==> src/verilog/vdsc_map.vh <==
// Register map constants of the video DAC system control block.
// Assumes inclusion by bare name from every design file that needs it.
`ifndef VDSC_MAP_VH
`define VDSC_MAP_VH

// Sub-addresses seen over the serial control bus.
`define VDSC_SUB_VERSION   8'h02
`define VDSC_SUB_SYSCTL    8'h03

// Field positions inside the system control register.
`define VDSC_BIT_DIRECT    7
`define VDSC_BIT_DLLBYP    6
`define VDSC_BIT_CBAR      5
`define VDSC_BIT_DLLLOW    4
`define VDSC_BIT_DACPD     3
`define VDSC_BIT_CHIPPD    2
`define VDSC_BIT_ROLE      1
`define VDSC_BIT_SRSTN     0

// Reset value: only the active-low software reset bit is set.
`define VDSC_SYSCTL_RST    8'h01

// Silicon version word; the value is arbitrary.
`define VDSC_VERSION_VAL   8'h5A

// Seven-bit serial bus slave address; the value is arbitrary.
`define VDSC_BUS_ADDR      7'h20

// Half-rate clock enable divides the system clock by this count.
`define VDSC_HALF_DIV      2'h2

`endif

==> src/verilog/vdsc_rate_div.v <==
// Enable divider: one-cycle pulse every VDSC_HALF_DIV system clocks.
// Assumes a single clock; run low holds the counter at zero.
`timescale 1ns/1ps
`include "vdsc_map.vh"

module vdsc_rate_div (
  sys_clk,
  rstn,
  run,
  en_o
);
  input  wire       sys_clk;
  input  wire       rstn;
  input  wire       run;
  output reg        en_o;

  reg  [1:0] cnt_r;
  wire [1:0] cnt_nxt;

  assign cnt_nxt = (cnt_r == (`VDSC_HALF_DIV - 2'h1)) ? 2'h0 : cnt_r + 2'h1;

  always @(posedge sys_clk) begin
    if (!rstn) begin
      cnt_r <= 2'h0;
      en_o  <= 1'b0;
    end else if (!run) begin
      cnt_r <= 2'h0;
      en_o  <= 1'b0;
    end else begin
      cnt_r <= cnt_nxt;
      en_o  <= (cnt_r == (`VDSC_HALF_DIV - 2'h1));
    end
  end

endmodule // vdsc_rate_div

==> src/verilog/vdsc_sys_ctl.v <==
// System control of a video D/A back end: serial control bus slave,
// version and system control registers, clock mode and power controls.
// Assumes bus pins and format inputs are synchronous to sys_clk, and an
// external pull-up resolves the open-drain data line.
`timescale 1ns/1ps
`include "vdsc_map.vh"

module vdsc_sys_ctl (
  sys_clk,
  rstn,
  scl_in,
  sda_in,
  sda_out,
  sda_oe,
  fmt_half_rate_need,
  dtg_pc_mode,
  clk_direct_o,
  interp_2x_ok_o,
  dll_active_o,
  clk2x_from_pin_o,
  dll_low_range_o,
  half_rate_en_o,
  colorbar_on_o,
  video_in_ignore_o,
  dac_pwdn_o,
  logic_pwdn_o,
  sync_slave_o,
  timing_master_o,
  video_request_o,
  func_rst_n_o
);
  input  wire       sys_clk;
  input  wire       rstn;
  input  wire       scl_in;
  input  wire       sda_in;
  output reg        sda_out;
  output reg        sda_oe;
  input  wire       fmt_half_rate_need;
  input  wire       dtg_pc_mode;
  output reg        clk_direct_o;
  output reg        interp_2x_ok_o;
  output reg        dll_active_o;
  output reg        clk2x_from_pin_o;
  output reg        dll_low_range_o;
  output wire       half_rate_en_o;
  output reg        colorbar_on_o;
  output reg        video_in_ignore_o;
  output reg        dac_pwdn_o;
  output reg        logic_pwdn_o;
  output reg        sync_slave_o;
  output reg        timing_master_o;
  output reg        video_request_o;
  output reg        func_rst_n_o;

  localparam [2:0] ST_IDLE = 3'h0;
  localparam [2:0] ST_RX   = 3'h1;
  localparam [2:0] ST_ACK  = 3'h2;
  localparam [2:0] ST_TX   = 3'h3;
  localparam [2:0] ST_MACK = 3'h4;

  localparam [1:0] PH_ADDR = 2'h0;
  localparam [1:0] PH_SUB  = 2'h1;
  localparam [1:0] PH_DATA = 2'h2;

  reg  [2:0] state_r;
  reg  [1:0] phase_r;
  reg  [7:0] shift_r;
  reg  [2:0] bit_cnt_r;
  reg        byte_done_r;
  reg        rd_mode_r;
  reg        mack_ok_r;
  reg  [7:0] sub_r;
  reg  [7:0] sysctl_r;
  reg        scl_q;
  reg        sda_q;
  reg  [7:0] rd_data;

  wire       scl_rise;
  wire       scl_fall;
  wire       bus_start;
  wire       bus_stop;
  wire       half_run;

  ////////////////////////////////////////////////////////////////////////////
  // Bus line edge and condition detection.

  assign scl_rise  = scl_in & ~scl_q;
  assign scl_fall  = ~scl_in & scl_q;
  assign bus_start = scl_in & scl_q & sda_q & ~sda_in;
  assign bus_stop  = scl_in & scl_q & ~sda_q & sda_in;

  always @(posedge sys_clk) begin
    if (!rstn) begin
      scl_q <= 1'b1;
      sda_q <= 1'b1;
    end else begin
      scl_q <= scl_in;
      sda_q <= sda_in;
    end
  end

  ////////////////////////////////////////////////////////////////////////////
  // Read multiplexer. Unmapped sub-addresses read as zero.

  always @* begin
    case (sub_r)
      `VDSC_SUB_VERSION: rd_data = `VDSC_VERSION_VAL;
      `VDSC_SUB_SYSCTL:  rd_data = sysctl_r;
      default:           rd_data = 8'h00;
    endcase
  end

  ////////////////////////////////////////////////////////////////////////////
  // Serial control slave. It keeps running during chip power-down and
  // software reset, since software must be able to undo both.

  always @(posedge sys_clk) begin
    if (!rstn) begin
      state_r     <= ST_IDLE;
      phase_r     <= PH_ADDR;
      shift_r     <= 8'h00;
      bit_cnt_r   <= 3'h0;
      byte_done_r <= 1'b0;
      rd_mode_r   <= 1'b0;
      mack_ok_r   <= 1'b0;
      sub_r       <= 8'h00;
      sysctl_r    <= `VDSC_SYSCTL_RST;
      sda_out     <= 1'b0;
      sda_oe      <= 1'b0;
    end else if (bus_start) begin
      state_r     <= ST_RX;
      phase_r     <= PH_ADDR;
      bit_cnt_r   <= 3'h0;
      byte_done_r <= 1'b0;
      sda_oe      <= 1'b0;
    end else if (bus_stop) begin
      state_r     <= ST_IDLE;
      sda_oe      <= 1'b0;
    end else begin
      case (state_r)
        ST_RX: begin
          if (scl_rise) begin
            shift_r   <= {shift_r[6:0], sda_in};
            bit_cnt_r <= bit_cnt_r + 3'h1;
            if (bit_cnt_r == 3'h7) begin
              byte_done_r <= 1'b1;
            end
          end else if (scl_fall && byte_done_r) begin
            byte_done_r <= 1'b0;
            case (phase_r)
              PH_ADDR: begin
                if (shift_r[7:1] == `VDSC_BUS_ADDR) begin
                  rd_mode_r <= shift_r[0];
                  sda_oe    <= 1'b1;
                  state_r   <= ST_ACK;
                end else begin
                  state_r   <= ST_IDLE;
                end
              end
              PH_SUB: begin
                sub_r   <= shift_r;
                sda_oe  <= 1'b1;
                state_r <= ST_ACK;
              end
              default: begin
                // The version word ignores writes; register contents
                // survive software reset because nothing here looks at it.
                if (sub_r == `VDSC_SUB_SYSCTL) begin
                  sysctl_r <= shift_r;
                end
                sda_oe  <= 1'b1;
                state_r <= ST_ACK;
              end
            endcase
          end
        end
        ST_ACK: begin
          if (scl_fall) begin
            bit_cnt_r <= 3'h0;
            if (phase_r == PH_ADDR && rd_mode_r) begin
              shift_r <= rd_data;
              sda_oe  <= ~rd_data[7];
              state_r <= ST_TX;
            end else begin
              sda_oe  <= 1'b0;
              state_r <= ST_RX;
              if (phase_r == PH_DATA) begin
                sub_r <= sub_r + 8'h01;
              end
              phase_r <= (phase_r == PH_ADDR) ? PH_SUB : PH_DATA;
            end
          end
        end
        ST_TX: begin
          if (scl_fall) begin
            if (bit_cnt_r == 3'h7) begin
              sda_oe  <= 1'b0;
              sub_r   <= sub_r + 8'h01;
              state_r <= ST_MACK;
            end else begin
              shift_r   <= {shift_r[6:0], 1'b0};
              sda_oe    <= ~shift_r[6];
              bit_cnt_r <= bit_cnt_r + 3'h1;
            end
          end
        end
        ST_MACK: begin
          if (scl_rise) begin
            mack_ok_r <= ~sda_in;
          end else if (scl_fall) begin
            if (mack_ok_r) begin
              shift_r   <= rd_data;
              sda_oe    <= ~rd_data[7];
              bit_cnt_r <= 3'h0;
              state_r   <= ST_TX;
            end else begin
              state_r   <= ST_IDLE;
            end
          end
        end
        default: begin
          sda_oe <= 1'b0;
        end
      endcase
    end
  end

  ////////////////////////////////////////////////////////////////////////////
  // Clock mode and power controls, registered so every output is a flop.
  // Master timing is only meaningful in PC-graphics mode; outside it the
  // role bit still takes effect, as software is trusted to keep to that.

  always @(posedge sys_clk) begin
    if (!rstn) begin
      clk_direct_o      <= 1'b0;
      interp_2x_ok_o    <= 1'b1;
      dll_active_o      <= 1'b1;
      clk2x_from_pin_o  <= 1'b0;
      dll_low_range_o   <= 1'b0;
      colorbar_on_o     <= 1'b0;
      video_in_ignore_o <= 1'b0;
      dac_pwdn_o        <= 1'b0;
      logic_pwdn_o      <= 1'b0;
      sync_slave_o      <= 1'b1;
      timing_master_o   <= 1'b0;
      video_request_o   <= 1'b0;
      func_rst_n_o      <= 1'b1;
    end else begin
      clk_direct_o      <= sysctl_r[`VDSC_BIT_DIRECT];
      interp_2x_ok_o    <= ~sysctl_r[`VDSC_BIT_DIRECT];
      dll_active_o      <= ~sysctl_r[`VDSC_BIT_DIRECT] & ~sysctl_r[`VDSC_BIT_DLLBYP]
                           & ~sysctl_r[`VDSC_BIT_CHIPPD];
      clk2x_from_pin_o  <= sysctl_r[`VDSC_BIT_DIRECT] | sysctl_r[`VDSC_BIT_DLLBYP];
      dll_low_range_o   <= sysctl_r[`VDSC_BIT_DLLLOW];
      colorbar_on_o     <= sysctl_r[`VDSC_BIT_CBAR] & sysctl_r[`VDSC_BIT_ROLE]
                           & dtg_pc_mode;
      video_in_ignore_o <= sysctl_r[`VDSC_BIT_CBAR] & sysctl_r[`VDSC_BIT_ROLE]
                           & dtg_pc_mode;
      dac_pwdn_o        <= sysctl_r[`VDSC_BIT_DACPD];
      logic_pwdn_o      <= sysctl_r[`VDSC_BIT_CHIPPD];
      sync_slave_o      <= ~sysctl_r[`VDSC_BIT_ROLE];
      timing_master_o   <= sysctl_r[`VDSC_BIT_ROLE];
      video_request_o   <= sysctl_r[`VDSC_BIT_ROLE] & sysctl_r[`VDSC_BIT_SRSTN]
                           & ~sysctl_r[`VDSC_BIT_CHIPPD];
      func_rst_n_o      <= sysctl_r[`VDSC_BIT_SRSTN];
    end
  end

  ////////////////////////////////////////////////////////////////////////////
  // Half-rate enable. It runs in direct-clock mode too, but stops while the
  // logic is powered down or held in software reset.

  assign half_run = fmt_half_rate_need & sysctl_r[`VDSC_BIT_SRSTN]
                    & ~sysctl_r[`VDSC_BIT_CHIPPD];

  vdsc_rate_div u_half_div (
    .sys_clk (sys_clk),
    .rstn    (rstn),
    .run     (half_run),
    .en_o    (half_rate_en_o)
  );

endmodule // vdsc_sys_ctl

==> config.mk <==
export PLATFORM = sky130hd
export DESIGN_NAME = vdsc_sys_ctl
export DESIGN_NICKNAME = d
export VERILOG_FILES = /design/src/verilog/vdsc_rate_div.v /design/src/verilog/vdsc_sys_ctl.v
export VERILOG_INCLUDE_DIRS = /design/src /design/src/verilog
export SDC_FILE = /design/constraint.sdc
export NUM_CORES = 1
export LEC_CHECK = 0
export BUFFER_PORTS_ARGS = -buffer_cell sky130_fd_sc_hd__buf_2
export CORE_MARGIN = 1
export CORE_UTILIZATION = 30
export DETAILED_ROUTE_END_ITERATION = 10
export GPL_ROUTABILITY_DRIVEN = 0
export PLACE_DENSITY_LB_ADDON = 0.12
export SKIP_CTS_REPAIR_TIMING = 1
export SLEW_MARGIN = 25
export SYNTH_ARGS = -nofsm -noshare
export SYNTH_HDL_FRONTEND = slang
export SYNTH_HIERARCHICAL = 1
export SYNTH_SLANG_ARGS = --single-unit
export TNS_END_PERCENT = 30
==> constraint.sdc <==
create_clock -name sys_clk -period 3.7 [get_ports sys_clk]
set_input_delay 0.185 -clock sys_clk [delete_from_list [all_inputs] [get_ports sys_clk]]
set_output_delay 0.185 -clock sys_clk [all_outputs]
set_load 0.01 [all_outputs]
==> flow_summary.ini, run 1 <==
[outcome]
status = complete, no violations

[min_path]
hold_class = in -> reg
hold-path-endpoint = video_in_ignore_o
holdPathStages = 2
hp-start = dtg_pc_mode

[global_routing]
grt_use_total_pct = 15.2
grt_pass1_vias = 2201
grt.met3_usage_pct = 2.43
use_met1_pct = 20.9
grt-busiest-layer = met2
grt_start_max_net_pins = 29
globalRouteMet2Util_pct = 23.8
grt_overflow_total = 0
antenna_found_initial = 0
grt_pass1_wl_um = 11500

[clocking]
clk_latency_ns = 0.31
cts_root_buf = clkbuf_8
htree_levels = 2
cts_buffers = 5
cts_tree = built
cts_max_path_buffers = 2
cts_sinks = 53
path_clk_slew_ns = 0.11

[power]
p_per_area_nw_per_um2 = 344
total_power_w = 0.00104
irDropWorstVdd_mv = 0.138
p_leak_nw = 1.16

[final_layout]
final_common_cell = dfxtp_1
fin_nets = 334
n_antenna_cell = 0
drive_gt1_share_pct = 15.7
final_cells = 432
mostFrequentLayoutCells = 53 x dfxtp_1, 33 x nand2_1, 26 x nor2_1
syn_to_final_growth_pct = 9.28

[placement]
pre_cts_slack_ns = 1.27
dp_hpwl_um = 4950
port_buffers = 20
dp.cells = 424

[die]
std_cell_rows = 34
die_w_um = 98.0
die_h_um = 98.0
die_area_um2 = 9600
io_pins = 22
start_util_pct = 31.4
coreArea_um2 = 8810

[synth]
synth.top_cell.area_share_pct = 38.4
synthMuxAreaShare_pct = 4.53
synth-simple-area-share_pct = 29.7
synthCells = 313
syn_area_per_cell_um2 = 8.83
syn-cell-area_um2 = 2760
synth_compound_area_share_pct = 19.3
ys_seq_area_share_pct = 38.4
syn-num-nets = 324
synth_area_leader_cell = dfxtp_1
synth_fa_ha_area_share_pct = 2.26
synthTopCellsByArea = dfxtp_1 38%, nand2_1 4.5%, a21oi_1 4.0%
yosysWarnings = 6
synth_ff_type = dfxtp_1
synth-xor-area-share_pct = 0.634
ys_types = 65
ys_async_sr_fraction_pct = 0
synth_top_family_by_area = simple AND/OR/NAND/NOR gates
ys_ff_latch = 53
synth_enable_flop_cells = 0

[timing]
clock_skew_ns = 0.00783
fmax_mhz = 405
setup_tns_ns = 0
tightest_slew_ns = 0.856
grt_setup_unrepaired = false
hold_violations = 0
finalCritPeriodShare_pct = 66.7
setup_viol = 0
drv_slew = 0
setup_slack_ns = 1.23
finalCriticalPeriod_ns = 2.47
slew_headroom_pct = 42.9

[critical_path]
critPathArrivalTime_ns = 2.67
reg2reg_from = state_r[2]
required_ns = 3.91
ff2ff_path_depth = 5
critPathLaunchType = flip-flop
cp-end-kind = flip-flop
r2r_slack_ns = 1.23
path_max_fanout = 19
critical_path_class = reg -> reg
reg2reg_to = shift_r[6]

[detailed_routing]
wl_per_cell_um = 16.1
wl_um = 6960
drtIter0Drc = 82
firstDrtPassIters = 4
via_per_inst = 5.27
route.detailed.drc = 0
vias = 2276
postRouteAntennaNets = 0

[flow_run]
maxCapViolCount = 0
==> logic make-up after synthesis <==
family                   count (synthesis)
AND/OR/NAND/NOR                        139
adder cells (fa/ha/maj)                  5
buffers and inverters                   26
flip-flops                              53
AO/OA/AOI/OAI                           75
multiplexers                            12
other                                    1
XOR/XNOR                                 2
==> cell usage after synthesis, types with 7 or more instances <==
cell type	number
o21ai_0	12
nand2b_1	9
nand3_1	15
o211a_1	7
dfxtp_1	53
inv_1	7
nor2_1	26
mux2i_1	11
nor3_1	8
a21oi_1	22
nand2_1	33
==> worst max-delay path by stage <==
stage / cells past startpoint / start / slack (ns) / end
floorplan: 8 / bit_cnt_r[0] / 1.80 / shift_r[2]
global placement: 7 / bit_cnt_r[0] / 1.28 / shift_r[3]
detailed placement: 5 / state_r[0] / 1.27 / shift_r[6]
CTS: 5 / state_r[0] / 1.26 / shift_r[4]
global route: 5 / state_r[2] / 1.02 / shift_r[6]
finish: 5 / state_r[2] / 1.23 / shift_r[6]
==> critical path: stages, from the launching register on <==
cell,delay (ns)
dfxtp_1,0.82
nand2b_1,0.21
o31ai_1,0.12
a2111oi_4,0.83
o211ai_1,0.20
o211a_1,0.18
==> area by class of cell <==
class	count	area, um2
Fill cell	934	5790
Multi-Input combinational cell	234	1560
Sequential cell	53	1060
Tap cell	108	135
Timing Repair Buffer	22	115
Clock buffer	5	68.8
Clock inverter	3	50.0
Inverter	7	26.3
==> sequential cells by signal (all words and copies together) (netlist names), 2 cells and up <==
| name | cells |
|---|---|
| phase_r | 2 |
| bit_cnt_r | 3 |
| shift_r | 8 |
| sysctl_r | 8 |
| state_r | 3 |
| sub_r | 8 |
| u_half_div/cnt_r | 2 |
==> power by group <==
part | total, W | internal (W) | switching [W]
sequential | 0.000578 | 0.000573 | 0.00000480
combinational | 0.0000431 | 0.0000151 | 0.0000280
clock | 0.000418 | 0.000208 | 0.000210
total | 0.00104 | 0.000796 | 0.000243
==> stage by stage <==
| stage | util (%) | area (um2) | hold WS (ns) |
|---|---|---|---|
| 6_report | 34.3 | 3020 | 0.119 |
| 5_1_grt | 34.3 | 3020 | 0.104 |
| 4_1_cts | 34.3 | 3020 | 0.102 |
| 3_5_place_dp | 32.9 | 2900 | 0.437 |
| 3_3_place_gp | 32.9 | 2900 | 0.426 |
| 2_1_floorplan | - | 2760 | 0.258 |
==> metal layers <==
| metal | part of all wire, % | routed length, um |
|---|---|---|
| met5 | 0 | 0 |
| met1 | 50 | 3480 |
| met2 | 45 | 3150 |
| met4 | 2.4 | 165 |
| met3 | 2.5 | 172 |
No activity file was read; power rests on OpenSTA's default activity.
==> run 2, diff against run 1 <==
Clock period 3.7 ns to 2.07 ns, I/O delays scaled along.
==> flow_summary.ini, run 2 (synthesis gave the netlist of run 1 again) <==
[timing]
tightest_slew_ns = 0.550
setup_viol = 0
clock_skew_ns = 0.00929
hold_violations = 0
setup_tns_ns = 0
finalCriticalPeriod_ns = 1.95
slew_headroom_pct = 63.3
drv_slew = 0
finalCritPeriodShare_pct = 94.4
grt_setup_unrepaired = false
fmax_mhz = 512

[global_routing]
grt_pass1_wl_um = 11600
grt_start_max_net_pins = 21
antenna_found_initial = 0
grt_overflow_total = 0
grt_use_total_pct = 15.4
grt_pass1_vias = 2246

[critical_path]
r2r_slack_ns = 0.12
critical_path_class = reg -> reg
critPathLaunchType = flip-flop
reg2reg_from = bit_cnt_r[1]
cp-end-kind = flip-flop
ff2ff_path_depth = 7
reg2reg_to = sub_r[0]
path_max_fanout = 4
critPathArrivalTime_ns = 2.18
required_ns = 2.29

[die]
std_cell_rows = 34
io_pins = 22
start_util_pct = 31.4
die_w_um = 98.0
coreArea_um2 = 8810
die_area_um2 = 9600
die_h_um = 98.0

[clocking]
cts_tree = built
cts_root_buf = clkbuf_8
cts_max_path_buffers = 2
path_clk_slew_ns = 0.11
htree_levels = 2
cts_sinks = 53
clk_latency_ns = 0.32
cts_buffers = 5

[detailed_routing]
route.detailed.drc = 0
via_per_inst = 5.22
postRouteAntennaNets = 0
wl_per_cell_um = 15.9
drtIter0Drc = 55
firstDrtPassIters = 5
vias = 2401
wl_um = 7320

[outcome]
status = complete, no violations

[final_layout]
n_antenna_cell = 0
finalInstanceArea_um2 = 3280
reg_top3 = shift_r: 8 flops, sub_r: 8 flops, sysctl_r: 8 flops
mostFrequentLayoutCells = 50 x dfxtp_1, 32 x nand2_1, 27 x buf_4
fin_nets = 362
final_common_cell = dfxtp_1
syn_to_final_growth_pct = 18.8
drive_gt1_share_pct = 24.1

[placement]
dpl-instance-area_um2 = 3120
port_buffers = 20
dp_hpwl_um = 5370

[min_path]
hold_class = in -> reg
hold-path-endpoint = video_in_ignore_o
holdPathStages = 2
hp-start = dtg_pc_mode

[power]
p_leak_nw = 1.31
p_per_area_nw_per_um2 = 540
irDropWorstVdd_mv = 0.247

[flow_run]
maxCapViolCount = 0
==> run 2: final cells by class <==
type	instances	area [um2]
clock buffer	5	68.8
clock inverter	3	28.8
fill	930	5530
inverter	7	26.3
multi-input combinational	234	1580
sequential	53	1060
tap	108	135
timing repair buffer	50	373
==> run 2: metrics by stage <==
step	setup WS (ns)	utilization, %	hold WS, ns	cells	total power, W
after floorplan	0.167	-	0.177	313	0.00111
after global placement	0.141	35.4	0.349	450	0.00114
after detailed placement	0.108	35.4	0.342	450	0.00114
after CTS	0.0689	36.5	0.00654	458	0.00179
after global routing	0.00410	37.3	0.0113	460	0.00184
final	0.115	37.3	0.00977	460	0.00177
==> run 2: worst max path at each step <==
stage                            start    endpoint  slack, ns
after floorplan           bit_cnt_r[0]  shift_r[2]       0.17
after global placement    bit_cnt_r[0]  shift_r[7]       0.14
after detailed placement  bit_cnt_r[0]  shift_r[7]       0.11
after CTS                 bit_cnt_r[0]  shift_r[7]       0.07
after global routing      bit_cnt_r[1]    sub_r[0]      0.004
final                     bit_cnt_r[1]    sub_r[0]       0.12
==> run 2: worst max-delay path, stage by stage, from the launching register on <==
cell	delay (ns)
dfxtp_1	0.36
ha_1	0.15
ha_2	0.19
nand3b_1	0.10
o21ai_1	0.12
nor4_4	0.43
mux2_4	0.34
o21a_1	0.18
==> run 2: power by group <==
group          switching [W]  internal (W)
clock               0.000398      0.000254
sequential        0.00000579       0.00103
combinational      0.0000534     0.0000342
==> run 2: layer usage <==
layer | GRT usage (%) | up-vias | share of wire [%]
met5 | 0 | - | 0
met4 | 6.88 | 0 | 2.4
met3 | 2.15 | 15 | 2.7
met2 | 25.5 | 41 | 47
met1 | 19.9 | 1146 | 48
li1 | - | 1199 | -
